<file path="src/rtl/branch_call_return_cfg.svh">
// Constants of the program-flow sequencer: opcodes, field positions, reset values.
// Assumes it is included by bare name from the sequencer file.
//
// What this block does
// RQ1 - In-page branch loads low part, keeps page.
// RQ2 - Far branch: two words, loads page and low.
// RQ3 - Indirect far branch: low from D and accumulator.
// RQ4 - Page-two call pushes PC, page becomes two.
// RQ5 - Far call pushes PC, loads page and low.
// RQ6 - Indirect far call pushes PC, low from registers.
// RQ7 - Interrupt return pops PC in one cycle.
// RQ8 - Interrupt return restores the data pointer.
// RQ9 - Interrupt return restores carry, skip, mode, A, B.
// RQ10 - Plain return pops PC over two cycles.
// RQ11 - Return-and-skip pops, then skips next instruction.
// RQ12 - Page width is five, six or seven bits.
// RQ13 - Top page bit comes from the bank bit.
// RQ14 - Second word fetched next; update after both captured.
`ifndef BRANCH_CALL_RETURN_CFG_SVH
`define BRANCH_CALL_RETURN_CFG_SVH

// Upper three bits of one-word branch and call forms.
`define TOP3_BRANCH_IN_PAGE 3'h3
`define TOP3_CALL_PAGE_TWO 3'h2
// Upper five bits of the first word of far forms.
`define TOP5_BRANCH_FAR 5'h07
`define TOP5_CALL_FAR 5'h06
// Whole-word encodings.
`define WORD_BRANCH_FAR_INDIRECT 10'h010
`define WORD_CALL_FAR_INDIRECT 10'h030
`define WORD_RETURN_PLAIN 10'h044
`define WORD_RETURN_SKIP 10'h045
`define WORD_RETURN_INTERRUPT 10'h046
// Upper two bits of every second word.
`define SECOND_WORD_TAG 2'h2
// Page loaded by the page-two call.
`define CALL_PAGE_TWO_PAGE 7'h02
// Reset values.
`define PC_PAGE_RESET 7'h00
`define PC_LOW_RESET 7'h00

`endif

</file>
<file path="src/rtl/branch_call_return_pkg.sv">
// Types shared by the program-flow sequencer.
// Assumes the constants header sits beside it.
package branch_call_return_pkg;
	// Sequencer phase.
	typedef enum {SEQ_IDLE, SEQ_SECOND, SEQ_RETURN} seq_state_t;
	// Kind of two-word instruction waiting for its second word.
	typedef enum {FLOW_BRANCH_FAR, FLOW_BRANCH_IND, FLOW_CALL_FAR, FLOW_CALL_IND} flow_kind_t;
endpackage

</file>
<file path="src/rtl/branch_call_return_sequencer.sv">
// Program-flow sequencer: branches, calls and returns of the core.
// Assumes one word is offered per cycle by the fetch logic and that the
// bank bit ops and interrupt entry are decoded elsewhere as pulses.
`timescale 1ns/1ns
`include "branch_call_return_cfg.svh"
module branch_call_return_sequencer
	import branch_call_return_pkg::*;
#(
	parameter int PAGE_W = 7,
	parameter int STACK_DEPTH = 8,
	parameter int DP_W = 8
) (
	// Clock and reset.
	input wire logic ref_clk,
	input wire logic reset,
	// Instruction word handshake.
	input wire logic [9:0] insnWord,
	input wire logic insnValid,
	output logic insnReady,
	// Registers feeding indirect targets.
	input wire logic [2:0] dRegister,
	input wire logic [3:0] accum,
	// Bank bit ops.
	input wire logic setBankOp,
	input wire logic clearBankOp,
	// Interrupt entry and context to save.
	input wire logic intTake,
	input wire logic [PAGE_W-1:0] intPage,
	input wire logic [6:0] intLow,
	input wire logic [DP_W-1:0] dataPtrIn,
	input wire logic carryIn,
	input wire logic skipIn,
	input wire logic nopModeIn,
	input wire logic [3:0] regBIn,
	// Program counter and stack.
	output logic [PAGE_W-1:0] programCounterPage,
	output logic [6:0] programCounterLow,
	output logic [$clog2(STACK_DEPTH)-1:0] stackPointer,
	output logic bankBit,
	output logic skipPending,
	// Context restored by interrupt return.
	output logic restoreStrobe,
	output logic [DP_W-1:0] dataPtrOut,
	output logic carryOut,
	output logic skipOut,
	output logic nopModeOut,
	output logic [3:0] accOut,
	output logic [3:0] regBOut
);
	localparam int SP_W = $clog2(STACK_DEPTH);
	localparam int RET_W = PAGE_W + 7;

	// Page from bank bit, p5 and p4..p0, cut to the variant's width.
	function automatic logic [PAGE_W-1:0] makePage(input logic bank, input logic p5,
		input logic [4:0] low5);
		logic [6:0] full;
		full = {bank, p5, low5};
		return full[PAGE_W-1:0]; // RQ12 RQ13
	endfunction

	seq_state_t state; // Sequencer phase.
	flow_kind_t pendKind; // Two-word kind awaiting second word.
	logic [4:0] firstLow; // Page bits p4..p0 of the first word.
	logic [RET_W-1:0] stackRead; // Entry at the stack pointer.
	logic [SP_W-1:0] next_stackPointer; // Stack pointer after this cycle.
	logic stackPush; // Push this cycle.
	logic stackPop; // Pop this cycle.
	logic [RET_W-1:0] pushData; // Return address to push.
	logic take; // Word accepted this cycle.
	logic execIdle; // Executable first word this cycle.
	logic execSecond; // Second word accepted this cycle.
	logic intAccept; // Interrupt entry this cycle.
	logic [6:0] seqLow; // Low part plus one.
	logic [DP_W-1:0] savedDataPtr; // Context saved at interrupt entry.
	logic savedCarry;
	logic savedSkip;
	logic savedNop;
	logic [3:0] savedAcc;
	logic [3:0] savedRegB;

	// A plain return holds the word port for its second cycle.
	assign insnReady = state != SEQ_RETURN && !(intTake && state == SEQ_IDLE); // RQ10
	assign take = insnValid && insnReady;
	assign intAccept = intTake && state == SEQ_IDLE;
	assign execIdle = take && state == SEQ_IDLE && !skipPending;
	assign execSecond = take && state == SEQ_SECOND;
	assign seqLow = programCounterLow + 7'h01;

	// Push and pop decisions and the stack pointer's next value.
	always_comb begin
		stackPush = 1'b0;
		stackPop = 1'b0;
		pushData = {programCounterPage, seqLow};
		if (intAccept) begin
			stackPush = 1'b1;
			pushData = {programCounterPage, programCounterLow};
		end else if (execIdle && insnWord[9:7] == `TOP3_CALL_PAGE_TWO) begin
			stackPush = 1'b1; // RQ4
		end else if (execSecond && (pendKind == FLOW_CALL_FAR || pendKind == FLOW_CALL_IND)) begin
			stackPush = 1'b1; // RQ5 RQ6
		end else if (execIdle && (insnWord == `WORD_RETURN_INTERRUPT
			|| insnWord == `WORD_RETURN_PLAIN || insnWord == `WORD_RETURN_SKIP)) begin
			stackPop = 1'b1; // RQ7 RQ10 RQ11
		end
		if (stackPush) begin
			next_stackPointer = stackPointer + SP_W'(1);
		end else if (stackPop) begin
			next_stackPointer = stackPointer - SP_W'(1);
		end else begin
			next_stackPointer = stackPointer;
		end
	end

	// Return stack storage; read data always mirror the current top.
	return_stack_mem #(.WIDTH(RET_W), .DEPTH(STACK_DEPTH), .AW(SP_W)) stackMem (
		.ref_clk(ref_clk),
		.wrEn(stackPush),
		.wrAddr(next_stackPointer),
		.wrData(pushData),
		.rdAddr(next_stackPointer),
		.rdData(stackRead)
	);

	// Stack pointer; starts at all ones so the first push lands in entry zero.
	always_ff @(posedge ref_clk or posedge reset) begin
		if (reset) begin
			stackPointer <= '1;
		end else begin
			stackPointer <= next_stackPointer;
		end
	end

	// Bank bit supplying the top page bit of far forms.
	always_ff @(posedge ref_clk or posedge reset) begin
		if (reset) begin
			bankBit <= 1'b0;
		end else if (setBankOp) begin
			bankBit <= 1'b1; // RQ13
		end else if (clearBankOp) begin
			bankBit <= 1'b0; // RQ13
		end
	end

	// Sequencer phase and the captured first word.
	always_ff @(posedge ref_clk or posedge reset) begin
		if (reset) begin
			state <= SEQ_IDLE;
			pendKind <= FLOW_BRANCH_FAR;
			firstLow <= 5'h00;
		end else begin
			case (state)
				SEQ_IDLE: begin
					if (execIdle) begin
						firstLow <= insnWord[4:0];
						if (insnWord[9:5] == `TOP5_BRANCH_FAR) begin
							state <= SEQ_SECOND; // RQ14
							pendKind <= FLOW_BRANCH_FAR;
						end else if (insnWord[9:5] == `TOP5_CALL_FAR) begin
							state <= SEQ_SECOND; // RQ14
							pendKind <= FLOW_CALL_FAR;
						end else if (insnWord == `WORD_BRANCH_FAR_INDIRECT) begin
							state <= SEQ_SECOND; // RQ14
							pendKind <= FLOW_BRANCH_IND;
						end else if (insnWord == `WORD_CALL_FAR_INDIRECT) begin
							state <= SEQ_SECOND; // RQ14
							pendKind <= FLOW_CALL_IND;
						end else if (insnWord == `WORD_RETURN_PLAIN
							|| insnWord == `WORD_RETURN_SKIP) begin
							state <= SEQ_RETURN; // RQ10 RQ11
						end
					end
				end
				SEQ_SECOND: begin
					if (execSecond) begin
						state <= SEQ_IDLE;
					end
				end
				SEQ_RETURN: begin
					state <= SEQ_IDLE;
				end
				default: begin
					state <= SEQ_IDLE;
				end
			endcase
		end
	end

	// Program counter: sequential advance or a flow change.
	always_ff @(posedge ref_clk or posedge reset) begin
		if (reset) begin
			programCounterPage <= PAGE_W'(`PC_PAGE_RESET);
			programCounterLow <= `PC_LOW_RESET;
		end else if (intAccept) begin
			programCounterPage <= intPage;
			programCounterLow <= intLow;
		end else if (take && state == SEQ_IDLE && skipPending) begin
			programCounterLow <= seqLow;
		end else if (execIdle) begin
			if (insnWord[9:7] == `TOP3_BRANCH_IN_PAGE) begin
				programCounterLow <= insnWord[6:0]; // RQ1
			end else if (insnWord[9:7] == `TOP3_CALL_PAGE_TWO) begin
				programCounterPage <= PAGE_W'(`CALL_PAGE_TWO_PAGE); // RQ4
				programCounterLow <= insnWord[6:0]; // RQ4
			end else if (insnWord == `WORD_RETURN_INTERRUPT) begin
				{programCounterPage, programCounterLow} <= stackRead; // RQ7
			end else if (insnWord == `WORD_RETURN_PLAIN || insnWord == `WORD_RETURN_SKIP) begin
				{programCounterPage, programCounterLow} <= stackRead; // RQ10 RQ11
			end else begin
				programCounterLow <= seqLow; // RQ14
			end
		end else if (execSecond) begin
			case (pendKind)
				FLOW_BRANCH_FAR, FLOW_CALL_FAR: begin
					programCounterPage <= makePage(bankBit, insnWord[7], firstLow); // RQ2 RQ5
					programCounterLow <= insnWord[6:0]; // RQ2 RQ5
				end
				FLOW_BRANCH_IND, FLOW_CALL_IND: begin
					programCounterPage <= makePage(bankBit, insnWord[7],
						{insnWord[6], insnWord[3:0]}); // RQ3 RQ6
					programCounterLow <= {dRegister, accum}; // RQ3 RQ6
				end
				default: begin
					programCounterLow <= seqLow;
				end
			endcase
		end
	end

	// Skip flag raised by return-and-skip, consumed by the next word.
	always_ff @(posedge ref_clk or posedge reset) begin
		if (reset) begin
			skipPending <= 1'b0;
		end else if (state == SEQ_RETURN && firstLow == 5'(`WORD_RETURN_SKIP)) begin
			// The low five bits of the captured return word tell skip from plain return.
			skipPending <= 1'b1; // RQ11
		end else if (take && state == SEQ_IDLE) begin
			skipPending <= 1'b0;
		end
	end

	// Context saved at interrupt entry.
	always_ff @(posedge ref_clk or posedge reset) begin
		if (reset) begin
			savedDataPtr <= '0;
			savedCarry <= 1'b0;
			savedSkip <= 1'b0;
			savedNop <= 1'b0;
			savedAcc <= 4'h0;
			savedRegB <= 4'h0;
		end else if (intAccept) begin
			savedDataPtr <= dataPtrIn;
			savedCarry <= carryIn;
			savedSkip <= skipIn;
			savedNop <= nopModeIn;
			savedAcc <= accum;
			savedRegB <= regBIn;
		end
	end

	// Context restore presented with a one-cycle strobe after interrupt return.
	always_ff @(posedge ref_clk or posedge reset) begin
		if (reset) begin
			restoreStrobe <= 1'b0;
			dataPtrOut <= '0;
			carryOut <= 1'b0;
			skipOut <= 1'b0;
			nopModeOut <= 1'b0;
			accOut <= 4'h0;
			regBOut <= 4'h0;
		end else begin
			restoreStrobe <= execIdle && insnWord == `WORD_RETURN_INTERRUPT; // RQ8 RQ9
			if (execIdle && insnWord == `WORD_RETURN_INTERRUPT) begin
				dataPtrOut <= savedDataPtr; // RQ8
				carryOut <= savedCarry; // RQ9
				skipOut <= savedSkip; // RQ9
				nopModeOut <= savedNop; // RQ9
				accOut <= savedAcc; // RQ9
				regBOut <= savedRegB; // RQ9
			end
		end
	end

	// In-page branch keeps the page and loads the immediate.
	property p_in_page;
		@(posedge ref_clk) disable iff (reset)
		(execIdle && insnWord[9:7] == `TOP3_BRANCH_IN_PAGE) |=>
			programCounterLow == $past(insnWord[6:0]) && $stable(programCounterPage);
	endproperty
	a_in_page: assert property (p_in_page) else $error("in-page branch target wrong"); // RQ1

	// Far branch loads page and low only after its second word.
	property p_far_branch;
		@(posedge ref_clk) disable iff (reset)
		(execSecond && pendKind == FLOW_BRANCH_FAR) |=>
			programCounterLow == $past(insnWord[6:0])
			&& programCounterPage[4:0] == $past(firstLow) && $stable(stackPointer);
	endproperty
	a_far_branch: assert property (p_far_branch) else $error("far branch target wrong"); // RQ2

	// Indirect branch takes the low part from D and accumulator.
	property p_ind_branch;
		@(posedge ref_clk) disable iff (reset)
		(execSecond && pendKind == FLOW_BRANCH_IND) |=>
			programCounterLow == $past({dRegister, accum}) && $stable(stackPointer);
	endproperty
	a_ind_branch: assert property (p_ind_branch) else $error("indirect branch wrong"); // RQ3

	// Page-two call moves to page two and bumps the stack pointer.
	property p_call_two;
		@(posedge ref_clk) disable iff (reset)
		(execIdle && insnWord[9:7] == `TOP3_CALL_PAGE_TWO) |=>
			programCounterPage == PAGE_W'(`CALL_PAGE_TWO_PAGE)
			&& stackPointer == $past(stackPointer) + SP_W'(1);
	endproperty
	a_call_two: assert property (p_call_two) else $error("page-two call wrong"); // RQ4

	// Far calls push on the second word only.
	property p_call_far;
		@(posedge ref_clk) disable iff (reset)
		(execSecond && (pendKind == FLOW_CALL_FAR || pendKind == FLOW_CALL_IND)) |=>
			stackPointer == $past(stackPointer) + SP_W'(1);
	endproperty
	a_call_far: assert property (p_call_far) else $error("far call did not push"); // RQ5

	// A far call first word, direct or indirect, leaves the counter page alone and waits.
	property p_second_wait;
		@(posedge ref_clk) disable iff (reset)
		(execIdle && (insnWord[9:5] == `TOP5_CALL_FAR || insnWord == `WORD_CALL_FAR_INDIRECT))
			|=> state == SEQ_SECOND && $stable(programCounterPage) && $stable(stackPointer);
	endproperty
	a_second_wait: assert property (p_second_wait) else $error("early far update"); // RQ14

	// Interrupt return pops and strobes the restored context in one cycle.
	property p_rti;
		@(posedge ref_clk) disable iff (reset)
		(execIdle && insnWord == `WORD_RETURN_INTERRUPT) |=>
			restoreStrobe && dataPtrOut == savedDataPtr
			&& stackPointer == $past(stackPointer) - SP_W'(1) && state == SEQ_IDLE;
	endproperty
	a_rti: assert property (p_rti) else $error("interrupt return wrong"); // RQ7

	// Plain return blocks the word port for its second cycle.
	property p_rt;
		@(posedge ref_clk) disable iff (reset)
		(execIdle && insnWord == `WORD_RETURN_PLAIN) |=> !insnReady ##1 insnReady || intTake;
	endproperty
	a_rt: assert property (p_rt) else $error("plain return not two cycles"); // RQ10

	// Return-and-skip arms the skip two cycles later.
	property p_rts;
		@(posedge ref_clk) disable iff (reset)
		(execIdle && insnWord == `WORD_RETURN_SKIP) |-> ##2 skipPending;
	endproperty
	a_rts: assert property (p_rts) else $error("return-and-skip did not skip"); // RQ11

	// A set bank op raises the bank bit.
	property p_bank;
		@(posedge ref_clk) disable iff (reset)
		setBankOp |=> bankBit;
	endproperty
	a_bank: assert property (p_bank) else $error("bank bit not set"); // RQ13
endmodule // branch_call_return_sequencer

</file>
<file path="src/rtl/return_stack_mem.sv">
// Return stack storage with a registered read port.
// Assumes one clock; the read address is the stack pointer's next value.
`timescale 1ns/1ns
module return_stack_mem #(
	parameter int WIDTH = 14,
	parameter int DEPTH = 8,
	parameter int AW = 3
) (
	// Clock.
	input wire logic ref_clk,
	// Write port.
	input wire logic wrEn,
	input wire logic [AW-1:0] wrAddr,
	input wire logic [WIDTH-1:0] wrData,
	// Read port.
	input wire logic [AW-1:0] rdAddr,
	output logic [WIDTH-1:0] rdData
);
	// Storage array, no reset needed.
	logic [WIDTH-1:0] mem [DEPTH];

	// Write, and read with write-through so a fresh push is seen at once.
	always_ff @(posedge ref_clk) begin
		if (wrEn) begin
			mem[wrAddr] <= wrData;
		end
		if (wrEn && wrAddr == rdAddr) begin
			rdData <= wrData;
		end else begin
			rdData <= mem[rdAddr];
		end
	end
endmodule // return_stack_mem

</file>
<file path="config.mk">
export PLATFORM = sky130hd
export DESIGN_NAME = branch_call_return_sequencer
export DESIGN_NICKNAME = d
export VERILOG_FILES = /design/src/rtl/branch_call_return_pkg.sv /design/src/rtl/branch_call_return_sequencer.sv /design/src/rtl/return_stack_mem.sv
export VERILOG_INCLUDE_DIRS = /design/src /design/src/rtl
export SDC_FILE = /design/constraint.sdc
export NUM_CORES = 1
export LEC_CHECK = 0
export BUFFER_PORTS_ARGS = -buffer_cell sky130_fd_sc_hd__buf_2
export CAP_MARGIN = 15
export CELL_PAD_IN_SITES_DETAIL_PLACEMENT = 1
export CELL_PAD_IN_SITES_GLOBAL_PLACEMENT = 1
export CORE_MARGIN = 1.5
export CORE_UTILIZATION = 30
export DETAILED_ROUTE_END_ITERATION = 7
export PLACE_DENSITY_LB_ADDON = 0.1
export SLEW_MARGIN = 20
export SYNTH_ARGS = -nofsm -noshare
export SYNTH_HDL_FRONTEND = slang
export SYNTH_HIERARCHICAL = 1
export SYNTH_SLANG_ARGS = --single-unit
</file>
<file path="constraint.sdc">
create_clock -name ref_clk -period 4.16 [get_ports ref_clk]
set_clock_uncertainty 0.1 [all_clocks]
set_input_delay 0.208 -clock ref_clk [delete_from_list [all_inputs] [get_ports ref_clk]]
set_output_delay 0.208 -clock ref_clk [all_outputs]
set_load 0.05 [all_outputs]
</file>
# After elaboration in Yosys (flattened, before gate mapping)
# Memory sizes are Yosys's and may differ from the RTL's. A register that Yosys moved wholly into a read port is not among the register bits.
# Cells that the tools add are included.
dict set report op_classes {
  muxes 46
  n_reduce_logical 33
  eq_ne 25
  addsub 3
}
# cell n
set op_table {}
lappend op_table {{32-bit two-way mux} 11}
lappend op_table {{7-bit two-way mux} 17}
lappend op_table {{32-bit by 2-bit == test with 1-bit output (second input constant)} 3}
lappend op_table {{32-bit by 3-bit == test with 1-bit output (second input constant)} 3}
lappend op_table {{32-bit zero test} 3}
lappend op_table {{32-bit by 1-bit == test with 1-bit output (second input constant)} 2}
lappend op_table {{32-bit one-hot mux with 2 select lines} 1}
lappend op_table {{32-bit by 3-bit != test with 1-bit output (second input constant)} 1}
lappend op_table {{10-bit by 7-bit == test with 1-bit output (second input constant)} 3}
lappend op_table {{7-bit one-hot mux with 2 select lines} 2}
lappend op_table {{5-bit by 3-bit == test with 1-bit output (second input constant)} 3}
lappend op_table {{1-bit two-way mux} 13}
lappend op_table {{1-bit logical AND} 12}
lappend op_table {{4-bit nonzero test} 3}
lappend op_table {{10-bit by 5-bit == test with 1-bit output (second input constant)} 1}
lappend op_table {{10-bit by 6-bit == test with 1-bit output (second input constant)} 1}
lappend op_table {{7-bit by 1-bit adder with 7-bit output (second input constant)} 1}
lappend op_table {{3-bit by 2-bit == test with 1-bit output (second input constant)} 2}
lappend op_table {{3-bit two-way mux} 2}
lappend op_table {{2-bit != test (second input constant)} 3}
lappend op_table {{6-bit != test (second input constant)} 1}
lappend op_table {{3-bit AND reduction} 2}
lappend op_table {{5-bit by 1-bit != test with 1-bit output (second input constant)} 1}
lappend op_table {{5-bit AND reduction} 1}
lappend op_table {{other kinds (9)} 15}
dict set report word_totals {
  register_bits 127
  ram_bits 112
  n_memories 1
  out_inout_bits 40
  wordCells 129
}
# memory words word_bits rd rd_clocked_by_memory_dff wr line_no
set mem_list {}
lappend mem_list {stackMem.mem 8 14 1 1 1 return_stack_mem.sv:20} ;# logic [WIDTH-1:0] mem [DEPTH];

# Longest topological paths before layout
dict set report depth {
  ltp_word 14
  mapped_depth 9
  depth_no_buf 7
}

# By module
# The synthesis kept the hierarchy.
# module cells_each area_per_inst_um2 instances seq_area_each_um2
set modules_own_cells {}
lappend modules_own_cells {return_stack_mem 177 4415.5 1 3423.3}
lappend modules_own_cells {branch_call_return_sequencer 384 3666.0 1 1680.4}

# Worst setup path after synthesis
# No wires, ideal clock.
dict set report synth_timing {
  path_kind {register to register}
  startpoint {reg state[1]}
  endpoint {mem stackMem.mem[0][0], enable pin}
  synth_period_minus_slack_ns 3.430
  slack_ns 0.730
  setup_ns 0.403
  t_arrival_ns 2.927
  path_stages_with_launch 9
  cell_sequence {dfrtp_1 or4b_4 buf_6 nor2_4 o2bb2ai_1 a22oi_1 xnor2_1 nand2b_1 nor3_1}
}
dict set report synth_via {
  word_cells_on_any_way 24
  classes_between {eq/ne: 2; mux: 11; reduce/logical: 11}
}
# item line_no
set synth_rtl {}
lappend synth_rtl {{start, declared} branch_call_return_sequencer.sv:61} ;# seq_state_t state;
lappend synth_rtl {{start signal, assigned} branch_call_return_sequencer.sv:147} ;# state <= SEQ_IDLE;
lappend synth_rtl {{start signal, assigned} branch_call_return_sequencer.sv:156} ;# state <= SEQ_SECOND;
lappend synth_rtl {{start signal, assigned} branch_call_return_sequencer.sv:159} ;# state <= SEQ_SECOND;
lappend synth_rtl {{32-bit zero test} {branch_call_return_sequencer.sv:82, branch_call_return_sequencer.sv:84, branch_call_return_sequencer.sv:85}}
lappend synth_rtl {{1-bit logical AND} {branch_call_return_sequencer.sv:82, branch_call_return_sequencer.sv:84}}
lappend synth_rtl {{1-bit zero test} branch_call_return_sequencer.sv:82} ;# assign insnReady = state != SEQ_RETURN && !(intTake && state == SEQ_IDLE);
lappend synth_rtl {{1-bit logical AND} branch_call_return_sequencer.sv:82}
lappend synth_rtl {{1-bit logical AND} branch_call_return_sequencer.sv:83} ;# assign take = insnValid && insnReady;
lappend synth_rtl {{1-bit logical AND, on equally long branches} {branch_call_return_sequencer.sv:86, branch_call_return_sequencer.sv:85}}
lappend synth_rtl {{1-bit logical AND, on equally long branches} {branch_call_return_sequencer.sv:99, branch_call_return_sequencer.sv:85}}
lappend synth_rtl {{1-bit two-way mux or 1-bit logical AND (tied branches)} n/a}
lappend synth_rtl {{1-bit two-way mux} branch_call_return_sequencer.sv:97} ;# end else if (execIdle && insnWord[9:7] == `TOP3_CALL_PAGE_TWO) begin
lappend synth_rtl {{1-bit two-way mux (*)} branch_call_return_sequencer.sv:94} ;# if (intAccept) begin
lappend synth_rtl {{via stackPush} branch_call_return_sequencer.sv:66} ;# logic stackPush;
lappend synth_rtl {{3-bit two-way mux (*)} branch_call_return_sequencer.sv:105} ;# if (stackPush) begin
lappend synth_rtl {{via next_stackPointer[2]} branch_call_return_sequencer.sv:65} ;# logic [SP_W-1:0] next_stackPointer;
lappend synth_rtl {{end, declared} return_stack_mem.sv:20}
# The timed path passes the listed nets; every way through them passes the cells marked *.

# Worst setup path in the final report
dict set report layout_timing {
  startpoint {reg state[1]}
  endpoint {mem stackMem.mem[3][1], enable pin}
}
# The elaborated chain is that of the path after synthesis.

==> out/results.txt <==
outcome: complete, no violations
clock root buffer: clkbuf_16
Starting Density: 30.8%
cell count after synthesis: 561
number of global-route vias before repair: 5316
diodes inserted: 0
multiplexer area fraction after synthesis: 15.7%
gpl congestion: 0.810
leakage power: 3.98 nW
simple-gate share of the synthesized area: 9.77%
Worst Hold Launch: intPage[5]
met3 Usage GRT: 2.81%
CP Cell Sequence: or4b_4 > nor2_4 > o2bb2ai_1 > nor2_1 > xnor2_1 > nand2_1 > nor2_1 > buf_4
Slew Limit Fails: 0
Max Cap Viol: 0
number of setup buffers added after CTS: 0
post-synthesis compound-gate area fraction: 6.05%
met1 Use GR: 22.0%
Hold Crit Class: in2reg
Primary FF master, synth: edfxtp_1
met2 Use GR: 25.7%
crit share post-route: 86.6%
CP most frequent cell: nor2_1
Setup Viol. Count Final: 0
CTS tree: done
Rel. slew slack: 23.6%
Synth cell types: 63
P&R area growth vs syn: 21.1%
drt via density: 4.96
number of synthesized register bits: 182
Synth Area in XOR/XNOR: 1.52%
Die X: 167 um
Tot GR Track Use: 15.9%
DRT Pass-1 Iters: 7
DRC Markers: 0
first-pass GRT wire length: 33100 um
achievable frequency: 278 MHz
CP startpoint kind: flip-flop
clk slew on worst S/H paths: 0.07 ns
Overflow after GRT: 0
HPWL Detailed: 14900 um
setup tns final: 0 ns
Hold Path Sink: programCounterPage[5]
most common cell after layout, fill and taps aside: edfxtp_1
row count: 59
register area: 0.00510 mm2
Clock Latency Late Sink: 0.44 ns
IO buf count: 91
initial antenna violation count: 0
critical path's slowest cell: or4b_4
FILL cells: 2735
Critical Path Max Stage Delay: 0.70 ns
Register-to-Register Path Depth: 8
full die area: 0.0279 mm2
average size of a mapped cell: 14.4 um2
Ys Warns: 6
overall die height: 167 um
area occupied by multi-input gates: 0.00271 mm2
final hold slack: 0.0196 ns
GR peak layer: met2
Post-Synthesis Net Count: 616
htree depth: 4
Vias: 5101
DP Area: 0.00886 mm2
CP max FO: 14
worst slew pin tran: 1.13 ns
r2r startpoint: state[1]
Post-Route WL: 21500 um
largest net degree at the start of global routing: 45
fraction of layout cells with a size suffix above 1: 28.4%
total CTS buffers: 17
commonest cells after routing, fill and taps aside: edfxtp_1, nand2_1, buf_2
CP endpoint kind: flip-flop
CP Launch Point: state[1]
Final Hold Viols: 0
worst endpoint required time: 4.18 ns
main combinational cell family by area after synthesis: multiplexers
Initial DRC Count: 277
worst-case clock buffer depth: 2
Setup CP Type: reg2reg
ys async rst share: 36.8%
EDFF count, synth: 112
Worst Path Arrival: 3.62 ns
FF-to-FF setup slack: 0.56 ns
Cell Area, Synth: 0.00808 mm2
Post-Layout Inst Area: 0.00979 mm2
clock sink total: 182
fin nets: 735
area share of fa/ha/maj cells after synthesis: 0.464%
CORE AREA: 0.0263 mm2
Hold Crit Depth: 3
peak supply drop: 257 uV
r2r endpoint: stackMem/mem[3][1]
Wirelength per Cell: 20.9 um
RSZ-0062 raised after global routing: false
fin crit period: 3.60 ns
IO Count: 92
sequential element share of the synthesized area: 63.2%
Pwr per Cell Area: 578 mW/mm2
Final ANT Viol Nets: 0
[flip-flops by register name, indices dropped and copies added (netlist names), 2 cells and up, named ones only]
register and flops:
accOut 4, dataPtrOut 8, firstLow 5, pendKind 2
programCounterLow 7, programCounterPage 7, regBOut 4, savedAcc 4
savedDataPtr 8, savedRegB 4, stackMem/mem 112, stackPointer 3
state 2
[cell families (layout without fill, tap and decap cells)]
family | after synthesis | in the layout
AOI/OAI and AO/OA | 67 | 67
DFF | 182 | 182
adders and majority gates | 3 | 3
xor gates and xnor gates | 14 | 14
and+or+nand+nor | 170 | 170
muxes | 77 | 77
buffers and inverters | 48 | 180
[routing by layer]
layer | vias up | share of wire, %
met5 | - | 0
met3 | 19 | 4.4
met4 | 0 | 1.1
met1 | 2628 | 48
li1 | 2340 | -
met2 | 114 | 47
[final cells by class]
class / instances / share of cell area [%]
multi-input combinational: 331 / 27.7
timing repair buffer: 140 / 9.20
tap: 335 / 4.28
sequential: 182 / 52.1
clock inverter: 15 / 2.01
inverter: 8 / 0.319
clock buffer: 17 / 4.35
[timing repair]
action,CTS,global route
endpoints found under the hold margin,69,0
setup endpoints to repair,0,0
hold buffers,31,0
gates resized for setup,0,0
[where the power goes]
part | switching [mW] | total, mW | internal (mW)
sequential | 0.242 | 2.55 | 2.30
clock | 0.801 | 1.67 | 0.871
combinational | 0.819 | 1.44 | 0.623
[worst max-delay path: cells and delay by family, from the launching register on]
| kind | cells | cell delay, ns |
|---|---|---|
| buffers and inverters | 1 | 0.25 |
| AO/OA/AOI/OAI | 1 | 0.41 |
| AND/OR/NAND/NOR | 5 | 1.43 |
| flip-flops | 1 | 0.56 |
| XOR/XNOR | 1 | 0.54 |
[worst max path at each step]
stage / cells after the start / slack, ns / to
floorplan: 8 / 0.73 / stackMem/mem[0][0]
global placement: 8 / 0.71 / stackMem/mem[5][11]
detailed placement: 8 / 0.55 / stackMem/mem[3][7]
CTS: 8 / 0.54 / stackMem/mem[3][1]
global route: 8 / 0.31 / stackMem/mem[1][5]
finish: 8 / 0.56 / stackMem/mem[3][1]
[Yosys cell counts, drive strengths merged, types with 3 or more instances]
master | instances | area (um2)
a211oi | 4 | 42.5
a21oi | 18 | 90.1
a221oi | 4 | 35.0
a222oi | 5 | 50.1
a22oi | 4 | 30.0
a31oi | 4 | 25.0
buf | 26 | 191
clkbuf | 14 | 52.6
dfrtp | 64 | 1600
dfstp | 3 | 78.8
dfxtp | 3 | 60.1
edfxtp | 112 | 3360
ha | 3 | 37.5
inv | 8 | 30.0
mux2 | 40 | 450
mux2i | 9 | 90.1
mux4 | 28 | 724
nand2 | 93 | 349
nand2b | 6 | 37.5
nand3 | 8 | 40.0
nor2 | 34 | 135
nor2b | 4 | 25.0
nor3 | 8 | 51.3
nor3b | 3 | 22.5
nor4 | 4 | 31.3
o21ai | 6 | 30.0
o221ai | 3 | 26.3
xnor2 | 9 | 78.8
xor2 | 5 | 43.8
[per-stage QoR]
| step | util (%) | power (mW) | instances | setup slack [ns] |
|---|---|---|---|---|
| 2_1_floorplan | - | 3.54 | 561 | 0.730 |
| 3_3_place_gp | 33.7 | 4.01 | 965 | 0.707 |
| 3_5_place_dp | 33.7 | 4.03 | 965 | 0.550 |
| 4_1_cts | 37.3 | 5.75 | 1028 | 0.535 |
| 5_1_grt | 37.3 | 5.93 | 1028 | 0.305 |
| 6_report | 37.3 | 5.66 | 1028 | 0.559 |
Power figures use the tool's default switching activity.
